<file path="config.mk">
export PLATFORM = sky130hd
export DESIGN_NAME = t1alm_monitor
export DESIGN_NICKNAME = d
export VERILOG_FILES = /design/src/inc/t1alm_pkg.sv /design/src/hdl/t1alm_hist.sv /design/src/hdl/t1alm_monitor.sv
export SDC_FILE = /design/constraint.sdc
export NUM_CORES = 1
export LEC_CHECK = 0
export ABC_AREA = 0
export BUFFER_PORTS_ARGS = -buffer_cell sky130_fd_sc_hd__buf_4
export CORE_ASPECT_RATIO = 0.6
export CORE_MARGIN = 2
export CORE_UTILIZATION = 27
export DETAILED_ROUTE_END_ITERATION = 6
export PLACE_DENSITY_LB_ADDON = 0.3
export SYNTH_ARGS = -nofsm -noshare
export SYNTH_HDL_FRONTEND = slang
export SYNTH_SLANG_ARGS = --single-unit
</file>
<file path="constraint.sdc">
create_clock -name clock -period 5.9 [get_ports clock]
set_input_delay 0.59 -clock clock [delete_from_list [all_inputs] [get_ports clock]]
set_output_delay 0.59 -clock clock [all_outputs]
set_load 0.005 [all_outputs]
</file>
<file path="src/inc/t1alm_pkg.sv">
package t1alm_pkg;
  // timing
  localparam int unsigned CLK_PERIOD_NS  = 10;
  localparam int unsigned AIS_WIN_NS     = 3000000;
  localparam int unsigned AIS_WIN_CYC    = AIS_WIN_NS / CLK_PERIOD_NS;
  localparam int unsigned AUTO_LATCH_NS  = 1000000000;
  localparam int unsigned AUTO_LATCH_CYC = AUTO_LATCH_NS / CLK_PERIOD_NS;
  localparam int          AIS_TMR_W      = 19;
  localparam int          LATCH_TMR_W    = 27;

  // register byte addresses
  localparam logic [7:0] ADDR_TRANSMIT_CONTROL_ONE = 8'h00;
  localparam logic [7:0] ADDR_TRANSMIT_LINK_BYTE   = 8'h04;
  localparam logic [7:0] ADDR_RECEIVE_LINK_BYTE    = 8'h08;
  localparam logic [7:0] ADDR_STATUS_GROUP_EIGHT   = 8'h0c;
  localparam logic [7:0] ADDR_INTERRUPT_MASK       = 8'h10;
  localparam logic [7:0] ADDR_COUNTER_CONFIG       = 8'h14;
  localparam logic [7:0] ADDR_RECEIVE_IO_CONFIG    = 8'h18;
  localparam logic [7:0] ADDR_ALARM_STATE          = 8'h1c;
  localparam logic [7:0] ADDR_ERROR_COUNT          = 8'h20;

  // field positions
  localparam int ST_LINK_BYTE  = 0;
  localparam int ST_FAR_END    = 1;
  localparam int ST_AIS        = 2;
  localparam int ST_W          = 3;
  localparam int CCFG_SELECT   = 0;
  localparam int CCFG_LATCH    = 1;

  // values after reset
  localparam logic             RST_LINK_SOURCE_SELECT = 1'b1;
  localparam logic             RST_COUNTER_UPDATE_SEL = 1'b1;
  localparam logic             RST_RECEIVE_SYNC_DIR   = 1'b1;
  localparam logic [ST_W-1:0]  RST_MASK               = 3'h0;

  // pattern and threshold values
  localparam logic [15:0] ALARM_PATTERN = 16'hffff;
  localparam logic [15:0] COUNT_MAX     = 16'hffff;
  localparam int          HIST_DEPTH    = 16;
  localparam int          HIST_CW       = 5;
  localparam logic [4:0]  FEA_SET_ONES  = 5'h10;
  localparam logic [4:0]  FEA_CLR_MAX   = 5'h0e;
  localparam logic [2:0]  AIS_SET_MAX   = 3'h4;
  localparam logic [2:0]  AIS_ZERO_SAT  = 3'h5;
endpackage : t1alm_pkg

</file>
<file path="src/hdl/t1alm_hist.sv">
`timescale 1ns/10ps
module t1alm_hist #(
  parameter int DEPTH = 16,
  parameter int CW    = 5
) (
  // clock and reset
  input  wire logic          clock,
  input  wire logic          nrst,
  // new pattern
  input  wire logic          shift,
  input  wire logic          bit_in,
  // window summary
  output logic [CW-1:0]      ones,
  output logic               filled
);
  typedef struct packed {
    logic [DEPTH-1:0] hist;
    logic [CW-1:0]    fill;
    logic [CW-1:0]    ones;
  } t1alm_hist_type;

  t1alm_hist_type s_q;
  t1alm_hist_type s_d;

  localparam logic [CW-1:0] FULL = CW'(DEPTH);

  function automatic logic [CW-1:0] t1alm_popcount(input logic [DEPTH-1:0] v);
    logic [CW-1:0] n;
    n = '0;
    for (int i = 0; i < DEPTH; i++) begin
      n = n + CW'(v[i]);
    end
    return n;
  endfunction : t1alm_popcount

  // oldest pattern drops off as each new one enters
  always_comb begin
    s_d = s_q;
    if (shift) begin
      s_d.hist = {s_q.hist[DEPTH-2:0], bit_in};
      if (s_q.fill != FULL) begin
        s_d.fill = s_q.fill + CW'(1);
      end
    end
    s_d.ones = t1alm_popcount(s_d.hist);
  end

  always_ff @(posedge clock or negedge nrst) begin
    if (!nrst) begin
      s_q <= '0;
    end else begin
      s_q <= s_d;
    end
  end

  assign ones   = s_q.ones;
  assign filled = (s_q.fill == FULL);

  property p_hist_count;
    @(posedge clock) disable iff (!nrst)
      (shift && s_q.fill != FULL) |=> (s_q.fill == $past(s_q.fill) + CW'(1));
  endproperty
  a_hist_count: assert property (p_hist_count) else $error("history fill did not advance");
endmodule : t1alm_hist

</file>
<file path="src/hdl/t1alm_monitor.sv">
`timescale 1ns/10ps
//
// Behaviour
// - link byte register feeds FDL when select zero
// - received link byte refreshes, sets update flag
// - sixteen consecutive all-ones patterns declare alarm
// - fourteen or fewer of sixteen remove alarm
// - error counters saturate, never wrap
// - counter update select zero means manual
// - sync direction resets to one, input
// - four or fewer zeros in 3ms: AIS
// - five or more zeros in 3ms: clear
module t1alm_monitor #(
  parameter int unsigned AIS_WIN_CYCLES    = t1alm_pkg::AIS_WIN_CYC,
  parameter int unsigned AUTO_LATCH_CYCLES = t1alm_pkg::AUTO_LATCH_CYC
) (
  // clock and reset
  input  wire logic        clock,
  input  wire logic        nrst,
  // apb slave
  input  wire logic        psel,
  input  wire logic        penable,
  input  wire logic        pwrite,
  input  wire logic [7:0]  paddr,
  input  wire logic [31:0] pwdata,
  output logic [31:0]      prdata,
  output logic             pready,
  output logic             pslverr,
  output logic             irq,
  // transmit facility data link
  input  wire logic        tx_link_req,
  input  wire logic        ext_link_bit,
  output logic             tx_link_bit,
  // receive facility data link
  input  wire logic        rx_link_valid,
  input  wire logic        rx_link_bit,
  // received line data and errors
  input  wire logic        line_bit_valid,
  input  wire logic        line_bit,
  input  wire logic        err_event,
  // alarms
  output logic             far_end_alarm,
  output logic             ais_alarm,
  // receive sync pin
  input  wire logic        frame_sync,
  input  wire logic        receive_sync_pin_i,
  output logic             receive_sync_pin_o,
  output logic             receive_sync_pin_oe,
  output logic             rx_sync_in
);
  localparam int AW = t1alm_pkg::AIS_TMR_W;
  localparam int LW = t1alm_pkg::LATCH_TMR_W;
  localparam int unsigned AIS_LAST_I   = AIS_WIN_CYCLES - 1;
  localparam int unsigned LATCH_LAST_I = AUTO_LATCH_CYCLES - 1;
  localparam logic [AW-1:0] AIS_LAST   = AIS_LAST_I[AW-1:0];
  localparam logic [LW-1:0] LATCH_LAST = LATCH_LAST_I[LW-1:0];

  typedef struct packed {
    logic                         src_sel;
    logic [7:0]                   tx_byte;
    logic [2:0]                   tx_idx;
    logic                         tx_bit;
    logic [7:0]                   rx_shift;
    logic [2:0]                   rx_cnt;
    logic [7:0]                   rx_byte;
    logic                         half;
    logic [7:0]                   first_byte;
    logic                         pat_stb;
    logic                         pat_ok;
    logic                         eval;
    logic                         fea;
    logic [t1alm_pkg::ST_W-1:0]   status;
    logic [t1alm_pkg::ST_W-1:0]   mask;
    logic [AW-1:0]                ais_tmr;
    logic [2:0]                   zeros;
    logic                         ais;
    logic                         cnt_auto;
    logic [LW-1:0]                latch_tmr;
    logic [15:0]                  err_live;
    logic [15:0]                  err_latch;
    logic                         sync_dir;
    logic                         sync_meta;
    logic                         sync_sync;
    logic                         sync_o;
    logic [31:0]                  rdata;
    logic                         slverr;
  } t1alm_state_type;

  t1alm_state_type st_q;
  t1alm_state_type st_d;

  logic            setup;
  logic            access;
  logic            wr;
  logic            rd_status;
  logic            latch_wr;
  logic            latch_now;
  logic            win_end;
  logic [2:0]      zeros_now;
  logic            byte_done;
  logic [7:0]      byte_now;
  logic [4:0]      hist_ones;
  logic            hist_filled;

  t1alm_hist #(
    .DEPTH (t1alm_pkg::HIST_DEPTH),
    .CW    (t1alm_pkg::HIST_CW)
  ) u_hist (
    .clock  (clock),
    .nrst   (nrst),
    .shift  (st_q.pat_stb),
    .bit_in (st_q.pat_ok),
    .ones   (hist_ones),
    .filled (hist_filled)
  );

  assign setup     = psel && !penable;
  assign access    = psel && penable;
  assign wr        = access && pwrite;
  assign rd_status = access && !pwrite && (paddr == t1alm_pkg::ADDR_STATUS_GROUP_EIGHT);
  assign latch_wr  = wr && (paddr == t1alm_pkg::ADDR_COUNTER_CONFIG) && pwdata[t1alm_pkg::CCFG_LATCH];
  assign win_end   = (st_q.ais_tmr == AIS_LAST);
  assign byte_done = rx_link_valid && (st_q.rx_cnt == 3'h7);
  assign byte_now  = {st_q.rx_shift[6:0], rx_link_bit};
  // manual mode latches only on request; otherwise on the interval timer
  assign latch_now = st_q.cnt_auto ? (st_q.latch_tmr == LATCH_LAST) : latch_wr;
  assign zeros_now = (line_bit_valid && !line_bit && st_q.zeros != t1alm_pkg::AIS_ZERO_SAT) ?
                     st_q.zeros + 3'h1 : st_q.zeros;

  always_comb begin
    st_d         = st_q;
    st_d.pat_stb = 1'b0;
    st_d.eval    = st_q.pat_stb;

    // transmit link bits, msb first
    if (tx_link_req) begin
      if (!st_q.src_sel) begin
        st_d.tx_bit = st_q.tx_byte[3'h7 - st_q.tx_idx];
        st_d.tx_idx = st_q.tx_idx + 3'h1;
      end else begin
        st_d.tx_bit = ext_link_bit;
      end
    end

    // receive link bytes and pairing into patterns
    if (rx_link_valid) begin
      st_d.rx_shift = byte_now;
      st_d.rx_cnt   = st_q.rx_cnt + 3'h1;
    end
    if (byte_done) begin
      st_d.rx_byte = byte_now;
      if (!st_q.half) begin
        st_d.first_byte = byte_now;
        st_d.half       = 1'b1;
      end else begin
        st_d.half    = 1'b0;
        st_d.pat_stb = 1'b1;
        st_d.pat_ok  = ({st_q.first_byte, byte_now} == t1alm_pkg::ALARM_PATTERN);
      end
    end

    // far-end alarm evaluated one cycle after the history has shifted
    if (st_q.eval) begin
      if (hist_filled && hist_ones == t1alm_pkg::FEA_SET_ONES) begin
        st_d.fea = 1'b1;
      end else if (hist_ones <= t1alm_pkg::FEA_CLR_MAX) begin
        st_d.fea = 1'b0;
      end
    end

    // ais window; zero count saturates so a long window cannot wrap it
    if (win_end) begin
      st_d.ais_tmr = '0;
      st_d.zeros   = 3'h0;
      st_d.ais     = (zeros_now <= t1alm_pkg::AIS_SET_MAX);
    end else begin
      st_d.ais_tmr = st_q.ais_tmr + AW'(1);
      st_d.zeros   = zeros_now;
    end

    // error counter
    st_d.latch_tmr = (st_q.latch_tmr == LATCH_LAST) ? '0 : st_q.latch_tmr + LW'(1);
    if (latch_now) begin
      st_d.err_latch = st_q.err_live;
      st_d.err_live  = {15'h0, err_event};
    end else if (err_event && st_q.err_live != t1alm_pkg::COUNT_MAX) begin
      st_d.err_live = st_q.err_live + 16'h1;
    end

    // receive sync pin
    st_d.sync_meta = receive_sync_pin_i;
    st_d.sync_sync = st_q.sync_meta;
    st_d.sync_o    = frame_sync;

    // clear only bits that the read returned; a new event always survives
    if (rd_status) begin
      st_d.status = st_q.status & ~st_q.rdata[t1alm_pkg::ST_W-1:0];
    end
    if (byte_done) begin
      st_d.status[t1alm_pkg::ST_LINK_BYTE] = 1'b1;
    end
    if (st_d.fea != st_q.fea) begin
      st_d.status[t1alm_pkg::ST_FAR_END] = 1'b1;
    end
    if (st_d.ais != st_q.ais) begin
      st_d.status[t1alm_pkg::ST_AIS] = 1'b1;
    end

    // register writes
    if (wr) begin
      if (paddr == t1alm_pkg::ADDR_TRANSMIT_CONTROL_ONE) begin
        st_d.src_sel = pwdata[0];
      end else if (paddr == t1alm_pkg::ADDR_TRANSMIT_LINK_BYTE) begin
        st_d.tx_byte = pwdata[7:0];
        st_d.tx_idx  = 3'h0;
      end else if (paddr == t1alm_pkg::ADDR_INTERRUPT_MASK) begin
        st_d.mask = pwdata[t1alm_pkg::ST_W-1:0];
      end else if (paddr == t1alm_pkg::ADDR_COUNTER_CONFIG) begin
        st_d.cnt_auto = pwdata[t1alm_pkg::CCFG_SELECT];
      end else if (paddr == t1alm_pkg::ADDR_RECEIVE_IO_CONFIG) begin
        st_d.sync_dir = pwdata[0];
      end
    end

    // read data captured in the setup cycle, shown in the access cycle
    if (setup) begin
      st_d.rdata  = 32'h0;
      st_d.slverr = 1'b0;
      if (paddr == t1alm_pkg::ADDR_TRANSMIT_CONTROL_ONE) begin
        st_d.rdata[0] = st_q.src_sel;
      end else if (paddr == t1alm_pkg::ADDR_TRANSMIT_LINK_BYTE) begin
        st_d.rdata[7:0] = st_q.tx_byte;
      end else if (paddr == t1alm_pkg::ADDR_RECEIVE_LINK_BYTE) begin
        st_d.rdata[7:0] = st_q.rx_byte;
      end else if (paddr == t1alm_pkg::ADDR_STATUS_GROUP_EIGHT) begin
        st_d.rdata[t1alm_pkg::ST_W-1:0] = st_q.status;
      end else if (paddr == t1alm_pkg::ADDR_INTERRUPT_MASK) begin
        st_d.rdata[t1alm_pkg::ST_W-1:0] = st_q.mask;
      end else if (paddr == t1alm_pkg::ADDR_COUNTER_CONFIG) begin
        st_d.rdata[t1alm_pkg::CCFG_SELECT] = st_q.cnt_auto;
      end else if (paddr == t1alm_pkg::ADDR_RECEIVE_IO_CONFIG) begin
        st_d.rdata[0] = st_q.sync_dir;
      end else if (paddr == t1alm_pkg::ADDR_ALARM_STATE) begin
        st_d.rdata[1:0] = {st_q.ais, st_q.fea};
      end else if (paddr == t1alm_pkg::ADDR_ERROR_COUNT) begin
        st_d.rdata[15:0] = st_q.err_latch;
      end else begin
        st_d.slverr = 1'b1;
      end
    end
  end

  always_ff @(posedge clock or negedge nrst) begin
    if (!nrst) begin
      st_q          <= '0;
      st_q.src_sel  <= t1alm_pkg::RST_LINK_SOURCE_SELECT;
      st_q.mask     <= t1alm_pkg::RST_MASK;
      st_q.cnt_auto <= t1alm_pkg::RST_COUNTER_UPDATE_SEL;
      st_q.sync_dir <= t1alm_pkg::RST_RECEIVE_SYNC_DIR;
    end else begin
      st_q <= st_d;
    end
  end

  assign pready              = access;
  assign prdata              = st_q.rdata;
  assign pslverr             = access && st_q.slverr;
  // level output; a handler must read status or clear the mask to drop it
  assign irq                 = |(st_q.status & st_q.mask);
  assign tx_link_bit         = st_q.tx_bit;
  assign far_end_alarm       = st_q.fea;
  assign ais_alarm           = st_q.ais;
  assign receive_sync_pin_o  = st_q.sync_o;
  assign receive_sync_pin_oe = !st_q.sync_dir;
  assign rx_sync_in          = st_q.sync_sync;

  property p_tx_source;
    @(posedge clock) disable iff (!nrst)
      (tx_link_req && !st_q.src_sel) |=> (tx_link_bit == $past(st_q.tx_byte[3'h7 - st_q.tx_idx]));
  endproperty
  a_tx_source: assert property (p_tx_source) else $error("link bit not from link byte");

  property p_link_flag;
    @(posedge clock) disable iff (!nrst)
      byte_done |=> (st_q.status[t1alm_pkg::ST_LINK_BYTE] && st_q.rx_byte == $past(byte_now));
  endproperty
  a_link_flag: assert property (p_link_flag) else $error("link byte refresh not flagged");

  property p_flag_clear;
    @(posedge clock) disable iff (!nrst)
      (rd_status && st_q.rdata[t1alm_pkg::ST_LINK_BYTE] && !byte_done) |=> !st_q.status[t1alm_pkg::ST_LINK_BYTE];
  endproperty
  a_flag_clear: assert property (p_flag_clear) else $error("link byte flag survived its read");

  property p_fea_set;
    @(posedge clock) disable iff (!nrst)
      (st_q.eval && hist_filled && hist_ones == t1alm_pkg::FEA_SET_ONES) |=> far_end_alarm;
  endproperty
  a_fea_set: assert property (p_fea_set) else $error("far-end alarm not declared");

  property p_fea_clr;
    @(posedge clock) disable iff (!nrst)
      (st_q.eval && hist_ones <= t1alm_pkg::FEA_CLR_MAX) |=> !far_end_alarm;
  endproperty
  a_fea_clr: assert property (p_fea_clr) else $error("far-end alarm not removed");

  property p_fea_steady;
    @(posedge clock) disable iff (!nrst)
      !st_q.eval |=> $stable(far_end_alarm);
  endproperty
  a_fea_steady: assert property (p_fea_steady) else $error("far-end alarm moved without pattern");

  property p_saturate;
    @(posedge clock) disable iff (!nrst)
      (st_q.err_live == t1alm_pkg::COUNT_MAX && !latch_now) |=> (st_q.err_live == t1alm_pkg::COUNT_MAX);
  endproperty
  a_saturate: assert property (p_saturate) else $error("error counter wrapped");

  property p_manual_latch;
    @(posedge clock) disable iff (!nrst)
      (!st_q.cnt_auto && latch_wr) |=> (st_q.err_latch == $past(st_q.err_live));
  endproperty
  a_manual_latch: assert property (p_manual_latch) else $error("manual latch not taken");

  property p_sync_dir;
    @(posedge clock) disable iff (!nrst)
      (wr && paddr == t1alm_pkg::ADDR_RECEIVE_IO_CONFIG) |=> (receive_sync_pin_oe == !$past(pwdata[0]));
  endproperty
  a_sync_dir: assert property (p_sync_dir) else $error("sync pin direction wrong");

  property p_ais_set;
    @(posedge clock) disable iff (!nrst)
      (win_end && zeros_now <= t1alm_pkg::AIS_SET_MAX) |=> ais_alarm;
  endproperty
  a_ais_set: assert property (p_ais_set) else $error("ais not declared");

  property p_ais_clr;
    @(posedge clock) disable iff (!nrst)
      (win_end && zeros_now >= t1alm_pkg::AIS_ZERO_SAT) |=> !ais_alarm;
  endproperty
  a_ais_clr: assert property (p_ais_clr) else $error("ais not removed");
endmodule : t1alm_monitor

</file>
; Yosys cells after proc, flatten, opt, wreduce, memory -nomap -nowiden
; Index checks and enable logic that the tools add are counted.
[totals]
reg_bits = 180
in_bits = 54
out_inout_bits = 41
[op_classes]
add_sub_neg = 23
n_lt_le_gt_ge = 3
eq_ne = 19
muxes = 70
n_bitwise = 8
reduce_logical = 31
[op_table]
columns = op, count
row1 = $mux W16, 12
row2 = $add A5 B1 Y5, 14
row3 = $mux W15, 3
row4 = $eq A8 B5 Y1 const B, 4
row5 = $mux W8, 4
row6 = $add A27 B1 Y27 const B, 1
row7 = $eq A27 B27 Y1 const B, 1
row8 = $mux W27, 1
row9 = $mux W13, 2
row10 = $mux W3, 8
row11 = $mux W1, 23
row12 = $mux W2, 11
row13 = $mux W22, 1
row14 = $mux W21, 1
row15 = $add A19 B1 Y19 const B, 1
row16 = $eq A19 B19 Y1 const B, 1
row17 = $add A16 B1 Y16 const B, 1
row18 = $eq A16 B16 Y1 const B, 1
row19 = $eq A8 B4 Y1 const B, 2
row20 = $ne A16 B16 Y1 const B, 1
row21 = $mux W14, 1
row22 = $logic_and A1 B1 Y1, 13
row23 = $eq A5 B5 Y1 const B, 2
row24 = $add A3 B1 Y3 const B, 3
row25 = 27 further kinds, 42

; Depth between registers and ports, before layout
; Gate-level depths: netlist of the first run.
[logic_depth]
depth_word = 27
depth_mapped = 17
mapped_depth_nobuf = 15

; Cells and area by module
; A second synthesis of the first run with hierarchy kept.
[unflattened]
cells_unflattened = 796
area_unflattened_um2 = 8841.0
[by_module_without_submodules]
columns = mod, instances, cells_each, area_each_um2
row1 = t1alm_monitor, 1, 691, 7454.6
row2 = t1alm_hist, 1, 105, 1386.3

; Least setup slack after synthesis of the first run
; Ideal clock, no wire load.
[synth_timing]
kind = reg-to-reg
startpoint = register st_q, in the netlist st_d[127]
endpoint = register u_hist.s_q, in the netlist u_hist.ones[1]
setup_time_ns = 0.064
t_arrival_ns = 4.721
path_slack_ns = 1.115
path_stages_with_launch = 17
n_path_buf = 2
period_less_slack_ns = 4.785
cell_sequence = dfrtp_1 > clkbuf_1 > buf_1 > mux2_2 > ha_1 > inv_1 > fa_1 > fa_1 > inv_1 > fa_1 > inv_1 > fa_1 > inv_1 > fa_1 > inv_1 > fa_1 > inv_1
[synth_rtl]
columns = item, line_no
row1 = "start, declared", t1alm_monitor.sv:89  ; t1alm_state_type st_q;
row2 = "start signal, assigned", t1alm_monitor.sv:261  ; st_q <= st_d;
row3 = "end signal, assigned", t1alm_hist.sv:50  ; s_q <= '0;
row4 = "end signal, assigned", t1alm_hist.sv:52  ; s_q <= s_d;
row5 = "end, declared", t1alm_hist.sv:22  ; t1alm_hist_type s_q;

==> flow_metrics.py, run 1 <==
metrics = {
    "synthesis": {
        "synth_most_common_cell": "dfrtp_1",
        "synthFlopType": "dfrtp_1",
        "syn_area_um2": 8760,
        "async_reset_ff_share_pct": 100,
        "synth_area_leader_cell": "dfrtp_1",
        "synthMuxAreaShare_pct": 10.9,
        "synth_compound_area_share_pct": 5.25,
        "synth_top_family_by_area": "simple AND/OR/NAND/NOR gates",
        "avgSynthCellArea_um2": 11.6,
        "ys_seq_area_share_pct": 51.4,
        "synth_top_area_share_pct": 50.5,
        "synth_area_leaders": "dfrtp_1 51%, mux2_2 7.5%, xnor2_1 3.5%",
        "synth_cells": 757,
        "synth_adder_area_share_pct": 4.43,
        "synth-xor-area-share_pct": 6.80,
        "synth-simple-area-share_pct": 15.6,
        "yosysWarningCount": 0,
        "synth_edf_count": 0,
        "ys_ff_latch": 180,
        "synth.distinct_cells": 70,
        "yosys-top-cells-count": "177 x dfrtp_1, 64 x nor2_1, 58 x mux2_2, 44 x nand2_1",
    },
    "grt": {
        "grt_max_degree": 66,
        "grt_pass1_wl_mm": 30.9,
        "grt_overflow_total": 0,
        "grt_pass1_vias": 5285,
        "antenna_found_initial": 1,
        "track_usage_pct": 11.9,
    },
    "worst_setup_path": {
        "endpoint_kind": "flip-flop",
        "crit_path_cell_trace": "mux2_2, ha_1, inv_1, fa_1, fa_1, inv_1, fa_1, inv_1, fa_1, inv_1, fa_1, inv_1, fa_1, inv_1",
        "required_ns": 6.28,
        "critical_path_class": "flip-flop to flip-flop",
        "path_delay_family": "adder cells",
        "path_max_fanout": 12,
        "startpoint_type": "flip-flop",
        "worst-path-buf-inv": 6,
        "slowest_delay_ns": 0.62,
        "reg2regPathDepth": 14,
        "cpMaxStageDelayCell": "dfrtp_1",
        "cp.depth": 14,
        "cp.arrival_ns": 4.89,
    },
    "pwr": {
        "power_density_nw_per_um2": 311,
        "ir_drop_mv": 0.200,
        "power.total_uw": 3130,
        "p_leak_uw": 0.00466,
    },
    "clocking": {
        "root_buffer": "clkbuf_16",
        "clk_pin_slew_ns": 0.07,
        "post_cts_buffers": 0,
        "numCtsBuffers": 17,
        "clockBufferDepth": 2,
        "htree_levels": 4,
        "holdBufCountCts": 0,
        "clock_latency_ns": 0.45,
        "cts_tree": "yes",
        "clock_sinks": 180,
        "cts_resized": 0,
    },
    "routing": {
        "dr.pass1.iters": 5,
        "drtIter0Drc": 345,
        "num_vias": 5487,
        "wire_per_inst_um": 15.5,
        "wirelength_mm": 19.1,
        "drtAntennaViolNets": 0,
        "viasPerCell": 4.45,
        "drc": 0,
    },
    "min_path": {
        "hold_path.class": "input pin to async pin",
    },
    "sta": {
        "setup_viol": 0,
        "setup_ws_ns": 1.39,
        "slew_violations": 0,
        "rsz0062_at_grt": "no",
        "layout_min_cycle_time_ns": 4.51,
        "hold_violations": 0,
        "fin_crit_sh_pct": 76.4,
        "max_slew_margin_pct": 29.1,
        "setup_tns_ns": 0,
        "fmax_mhz": 222,
        "tightest_slew_ns": 1.06,
        "fin_skew_ns": 0.0127,
    },
    "die": {
        "dieWidth_um": 237,
        "rows": 51,
        "die_area_um2": 34000,
        "coreArea_um2": 32200,
        "start_util_pct": 27.2,
        "ios": 95,
        "die_h_um": 144,
    },
    "final_layout": {
        "final_util_pct": 31.3,
        "nets": 874,
        "syn_to_final_growth_pct": 15.0,
        "diodes": 0,
        "final_cells": 1232,
        "layout-drive-gt1-share_pct": 21.8,
    },
    "status": {
        "status": "finished clean",
    },
    "place": {
        "place_congestion": 0.772,
        "dp_cells": 1200,
        "dp_hpwl_mm": 13.8,
        "place_ws_ns": 1.39,
        "io_buffers": 54,
    },
    "flow_run": {
        "cap_violations": 0,
    },
}
-- flip-flops by register name (all words and copies together), names as in the netlist --
register	count
ais_alarm	1
byte_now	7
far_end_alarm	1
prdata	16
receive_sync_pin_o	1
rx_sync_in	1
st_d	2
st_q	124
tx_link_bit	1
u_hist.ones	5
u_hist.s_q	21
-- routing by layer --
layer | global-route usage [%] | up-vias | wire (µm)
li1 | - | 2684 | -
met1 | 18.5 | 2692 | 10500
met2 | 15.5 | 91 | 7570
met3 | 3.03 | 20 | 764
met4 | 4.30 | 0 | 263
met5 | 0 | - | 0
-- final timing paths --
check	start	end	slack, ns
max in group asynchronous	nrst	st_q[147]	4.55
worst max-delay path	st_d[127]	u_hist.ones[1]	1.39
min in group clock	frame_sync	receive_sync_pin_o	0.25
worst max register to register	st_d[127]	u_hist.ones[1]	1.39
worst min register to register	st_d[34]	rx_sync_in	0.36
worst min-delay path	nrst	tx_link_bit	0.09
-- stage by stage --
stage                     hold slack [ns]  cell area, µm²
after floorplan                     0.294            8820
after global placement              0.344            9430
after detailed placement            0.340            9430
after CTS                           0.107           10100
after global routing                0.125           10100
final                              0.0937           10100
-- cells in the final DEF (no fill, tap or decap), drive strengths merged, types with 9 or more instances in the layout --
master and n:
a21oi 9, a22o 13, a22oi 12, and3 15, buf 57, clkbuf 25
conb 16, dfrtp 177, fa 10, ha 15, inv 35, mux2 72
nand2 45, nand3 30, nand4 28, nor2 64, nor2b 10, nor3 18
nor4 12, o21ai 11, xnor2 35, xor2 33
-- kinds of logic (layout without fill, tap and decap cells) --
| group | Yosys count | count (layout) |
|---|---|---|
| other | 1 | 16 |
| AO/OA/AOI/OAI | 63 | 63 |
| adder cells (fa/ha/maj) | 25 | 25 |
| multiplexers | 80 | 80 |
| flip-flops | 180 | 180 |
| buffers and inverters | 88 | 124 |
| XOR/XNOR | 68 | 68 |
| AND/OR/NAND/NOR | 252 | 252 |
-- power breakdown --
part | internal [µW] | total [µW] | switching [µW]
logic | 194 | 358 | 164
registers | 1370 | 1510 | 143
clock network | 767 | 1260 | 493
-- final cells by class --
type	count	area [µm²]
timing repair buffer	57	432
multi-input combinational	504	3830
inverter	35	131
clock buffer	25	505
fill	3253	22100
sequential	180	4510
tap	424	531
clock inverter	7	143
-- worst reg2reg max path, stage by stage, from the launching register on --
cell and delay, ns:
dfrtp_1 0.62, mux2_2 0.40, ha_1 0.28, inv_1 0.07, fa_1 0.46, fa_1 0.55, inv_1 0.05, fa_1 0.51
inv_1 0.05, fa_1 0.47, inv_1 0.05, fa_1 0.38, inv_1 0.08, fa_1 0.41, inv_1 0.06
Note: power is estimated with default switching activity, not from simulation.
==> run 2, diff against run 1 <==
- clock period: 5.9 -> 4.6 ns (I/O delays scaled with it)
==> flow_metrics.py, run 2 (synthesized netlist as in run 1, its figures left out) <==
metrics = {
    "worst_setup_path": {
        "startpoint_type": "flip-flop",
        "endpoint_kind": "flip-flop",
        "critical_path_class": "flip-flop to flip-flop",
        "cp.arrival_ns": 4.58,
        "required_ns": 4.93,
        "path_max_fanout": 19,
        "r2r_slack_ns": 0.35,
    },
    "die": {
        "ios": 95,
        "coreArea_um2": 32200,
        "die_area_um2": 34000,
        "dieWidth_um": 237,
        "rows": 51,
        "start_util_pct": 27.2,
        "die_h_um": 144,
    },
    "final_layout": {
        "layout-drive-gt1-share_pct": 22.0,
        "diodes": 0,
        "largest_reg_flops": 124,
        "mostFrequentLayoutCells": "177 x dfrtp_1, 64 x nor2_1, 58 x mux2_2, 55 x buf_4, 44 x nand2_1",
        "syn_to_final_growth_pct": 15.0,
        "final_cells": 1232,
        "final_area_um2": 10100,
        "fillers": 3281,
        "mostFrequentLayoutCell": "dfrtp_1",
        "top_register": "st_q",
        "nets": 874,
    },
    "clocking": {
        "cts_tree": "yes",
        "holdBufCountCts": 0,
        "root_buffer": "clkbuf_16",
        "cts_resized": 0,
        "clock_sinks": 180,
        "clockBufferDepth": 2,
        "htree_levels": 4,
        "clock_latency_ns": 0.44,
        "numCtsBuffers": 17,
        "post_cts_buffers": 0,
        "clk_pin_slew_ns": 0.07,
    },
    "grt": {
        "grt_max_degree": 119,
        "grt_pass1_wl_mm": 30.5,
        "grt_overflow_total": 0,
        "track_usage_pct": 11.7,
        "antenna_found_initial": 1,
        "grt_pass1_vias": 5344,
    },
    "min_path": {
        "hold_path.class": "input pin to flip-flop",
    },
    "routing": {
        "dr.pass1.iters": 5,
        "drtIter0Drc": 299,
        "num_vias": 5535,
        "drtAntennaViolNets": 0,
        "viasPerCell": 4.49,
        "wirelength_mm": 18.8,
        "wire_per_inst_um": 15.3,
        "drc": 0,
    },
    "sta": {
        "rsz0062_at_grt": "no",
        "fin_crit_sh_pct": 92.4,
        "max_slew_margin_pct": 30.0,
        "layout_min_cycle_time_ns": 4.25,
        "tightest_slew_ns": 1.04,
        "slew_violations": 0,
        "fmax_mhz": 235,
        "setup_viol": 0,
        "fin_skew_ns": 0.00826,
        "hold_violations": 0,
        "setup_tns_ns": 0,
    },
    "flow_run": {
        "cap_violations": 0,
    },
    "status": {
        "status": "finished clean",
    },
    "place": {
        "place_congestion": 0.772,
        "dp_cells": 1200,
        "dp_hpwl_mm": 13.4,
        "io_buffers": 54,
        "dpl_cell_area_um2": 9440,
    },
    "pwr": {
        "power_density_nw_per_um2": 396,
        "p_leak_uw": 0.00466,
        "ir_drop_mv": 0.251,
        "power.total_uw": 3990,
    },
}
-- run 2: cell count changes in the layout (fill, tap and decap cells not counted), sizes merged --
cell / before / now
clkinv: 3 / 4
buf: 57 / 56
clkbuf: 25 / 20
inv: 35 / 39
clkinvlp: 0 / 1
-- run 2: final timing paths --
path / cells after the start / start / endpoint
min in group asynchronous: 1 / nrst / st_q[92]
hold reg to reg: 0 / st_d[34] / rx_sync_in
setup / recovery: 15 / st_d[127] / u_hist.ones[4]
max in group asynchronous: 2 / nrst / st_q[36]
setup reg to reg: 15 / st_d[127] / u_hist.ones[4]
hold / removal: 1 / frame_sync / receive_sync_pin_o
-- run 2: report_power, final --
| group | total, µW | internal (µW) | switching (µW) | leakage (µW) |
|---|---|---|---|---|
| clock | 1600 | 935 | 663 | 0.000310 |
| sequential | 1920 | 1750 | 170 | 0.00238 |
| combinational | 465 | 251 | 214 | 0.00197 |
-- run 2: area by class of cell --
cell class | instances | area, µm² | share of cell area, %
sequential | 180 | 4510 | 44.7
tap | 424 | 531 | 5.26
multi-input combinational | 504 | 3830 | 37.9
timing repair buffer | 57 | 447 | 4.43
inverter | 35 | 131 | 1.30
clock inverter | 13 | 196 | 1.95
clock buffer | 19 | 443 | 4.39
-- run 2: per-layer routing --
| metal | wire length [µm] | GRT usage [%] |
|---|---|---|
| met1 | 10200 | 17.8 |
| met2 | 7770 | 16.0 |
| met3 | 783 | 3.46 |
| met4 | 82 | 2.40 |
| met5 | 12 | 0 |
-- run 2: worst max-delay path, cell delays in order, from the launching register on --
cell and delay (ns):
dfrtp_1 0.39, buf_4 0.29, mux2_2 0.40, fa_1 0.53, inv_1 0.05, fa_1 0.47
inv_1 0.05, fa_1 0.49, inv_1 0.05, fa_1 0.47, inv_1 0.05, fa_1 0.39
inv_1 0.09, fa_1 0.20, nor2b_1 0.06, o21a_1 0.17
-- run 2: metrics by stage --
| stage | hold slack [ns] | util (%) | setup WS [ns] |
|---|---|---|---|
| after floorplan | 0.164 | - | 0.107 |
| after global placement | 0.337 | 29.3 | 0.394 |
| after detailed placement | 0.338 | 29.3 | 0.368 |
| after CTS | 0.105 | 31.3 | 0.329 |
| after global routing | 0.0962 | 31.3 | 0.164 |
| final | 0.125 | 31.3 | 0.348 |
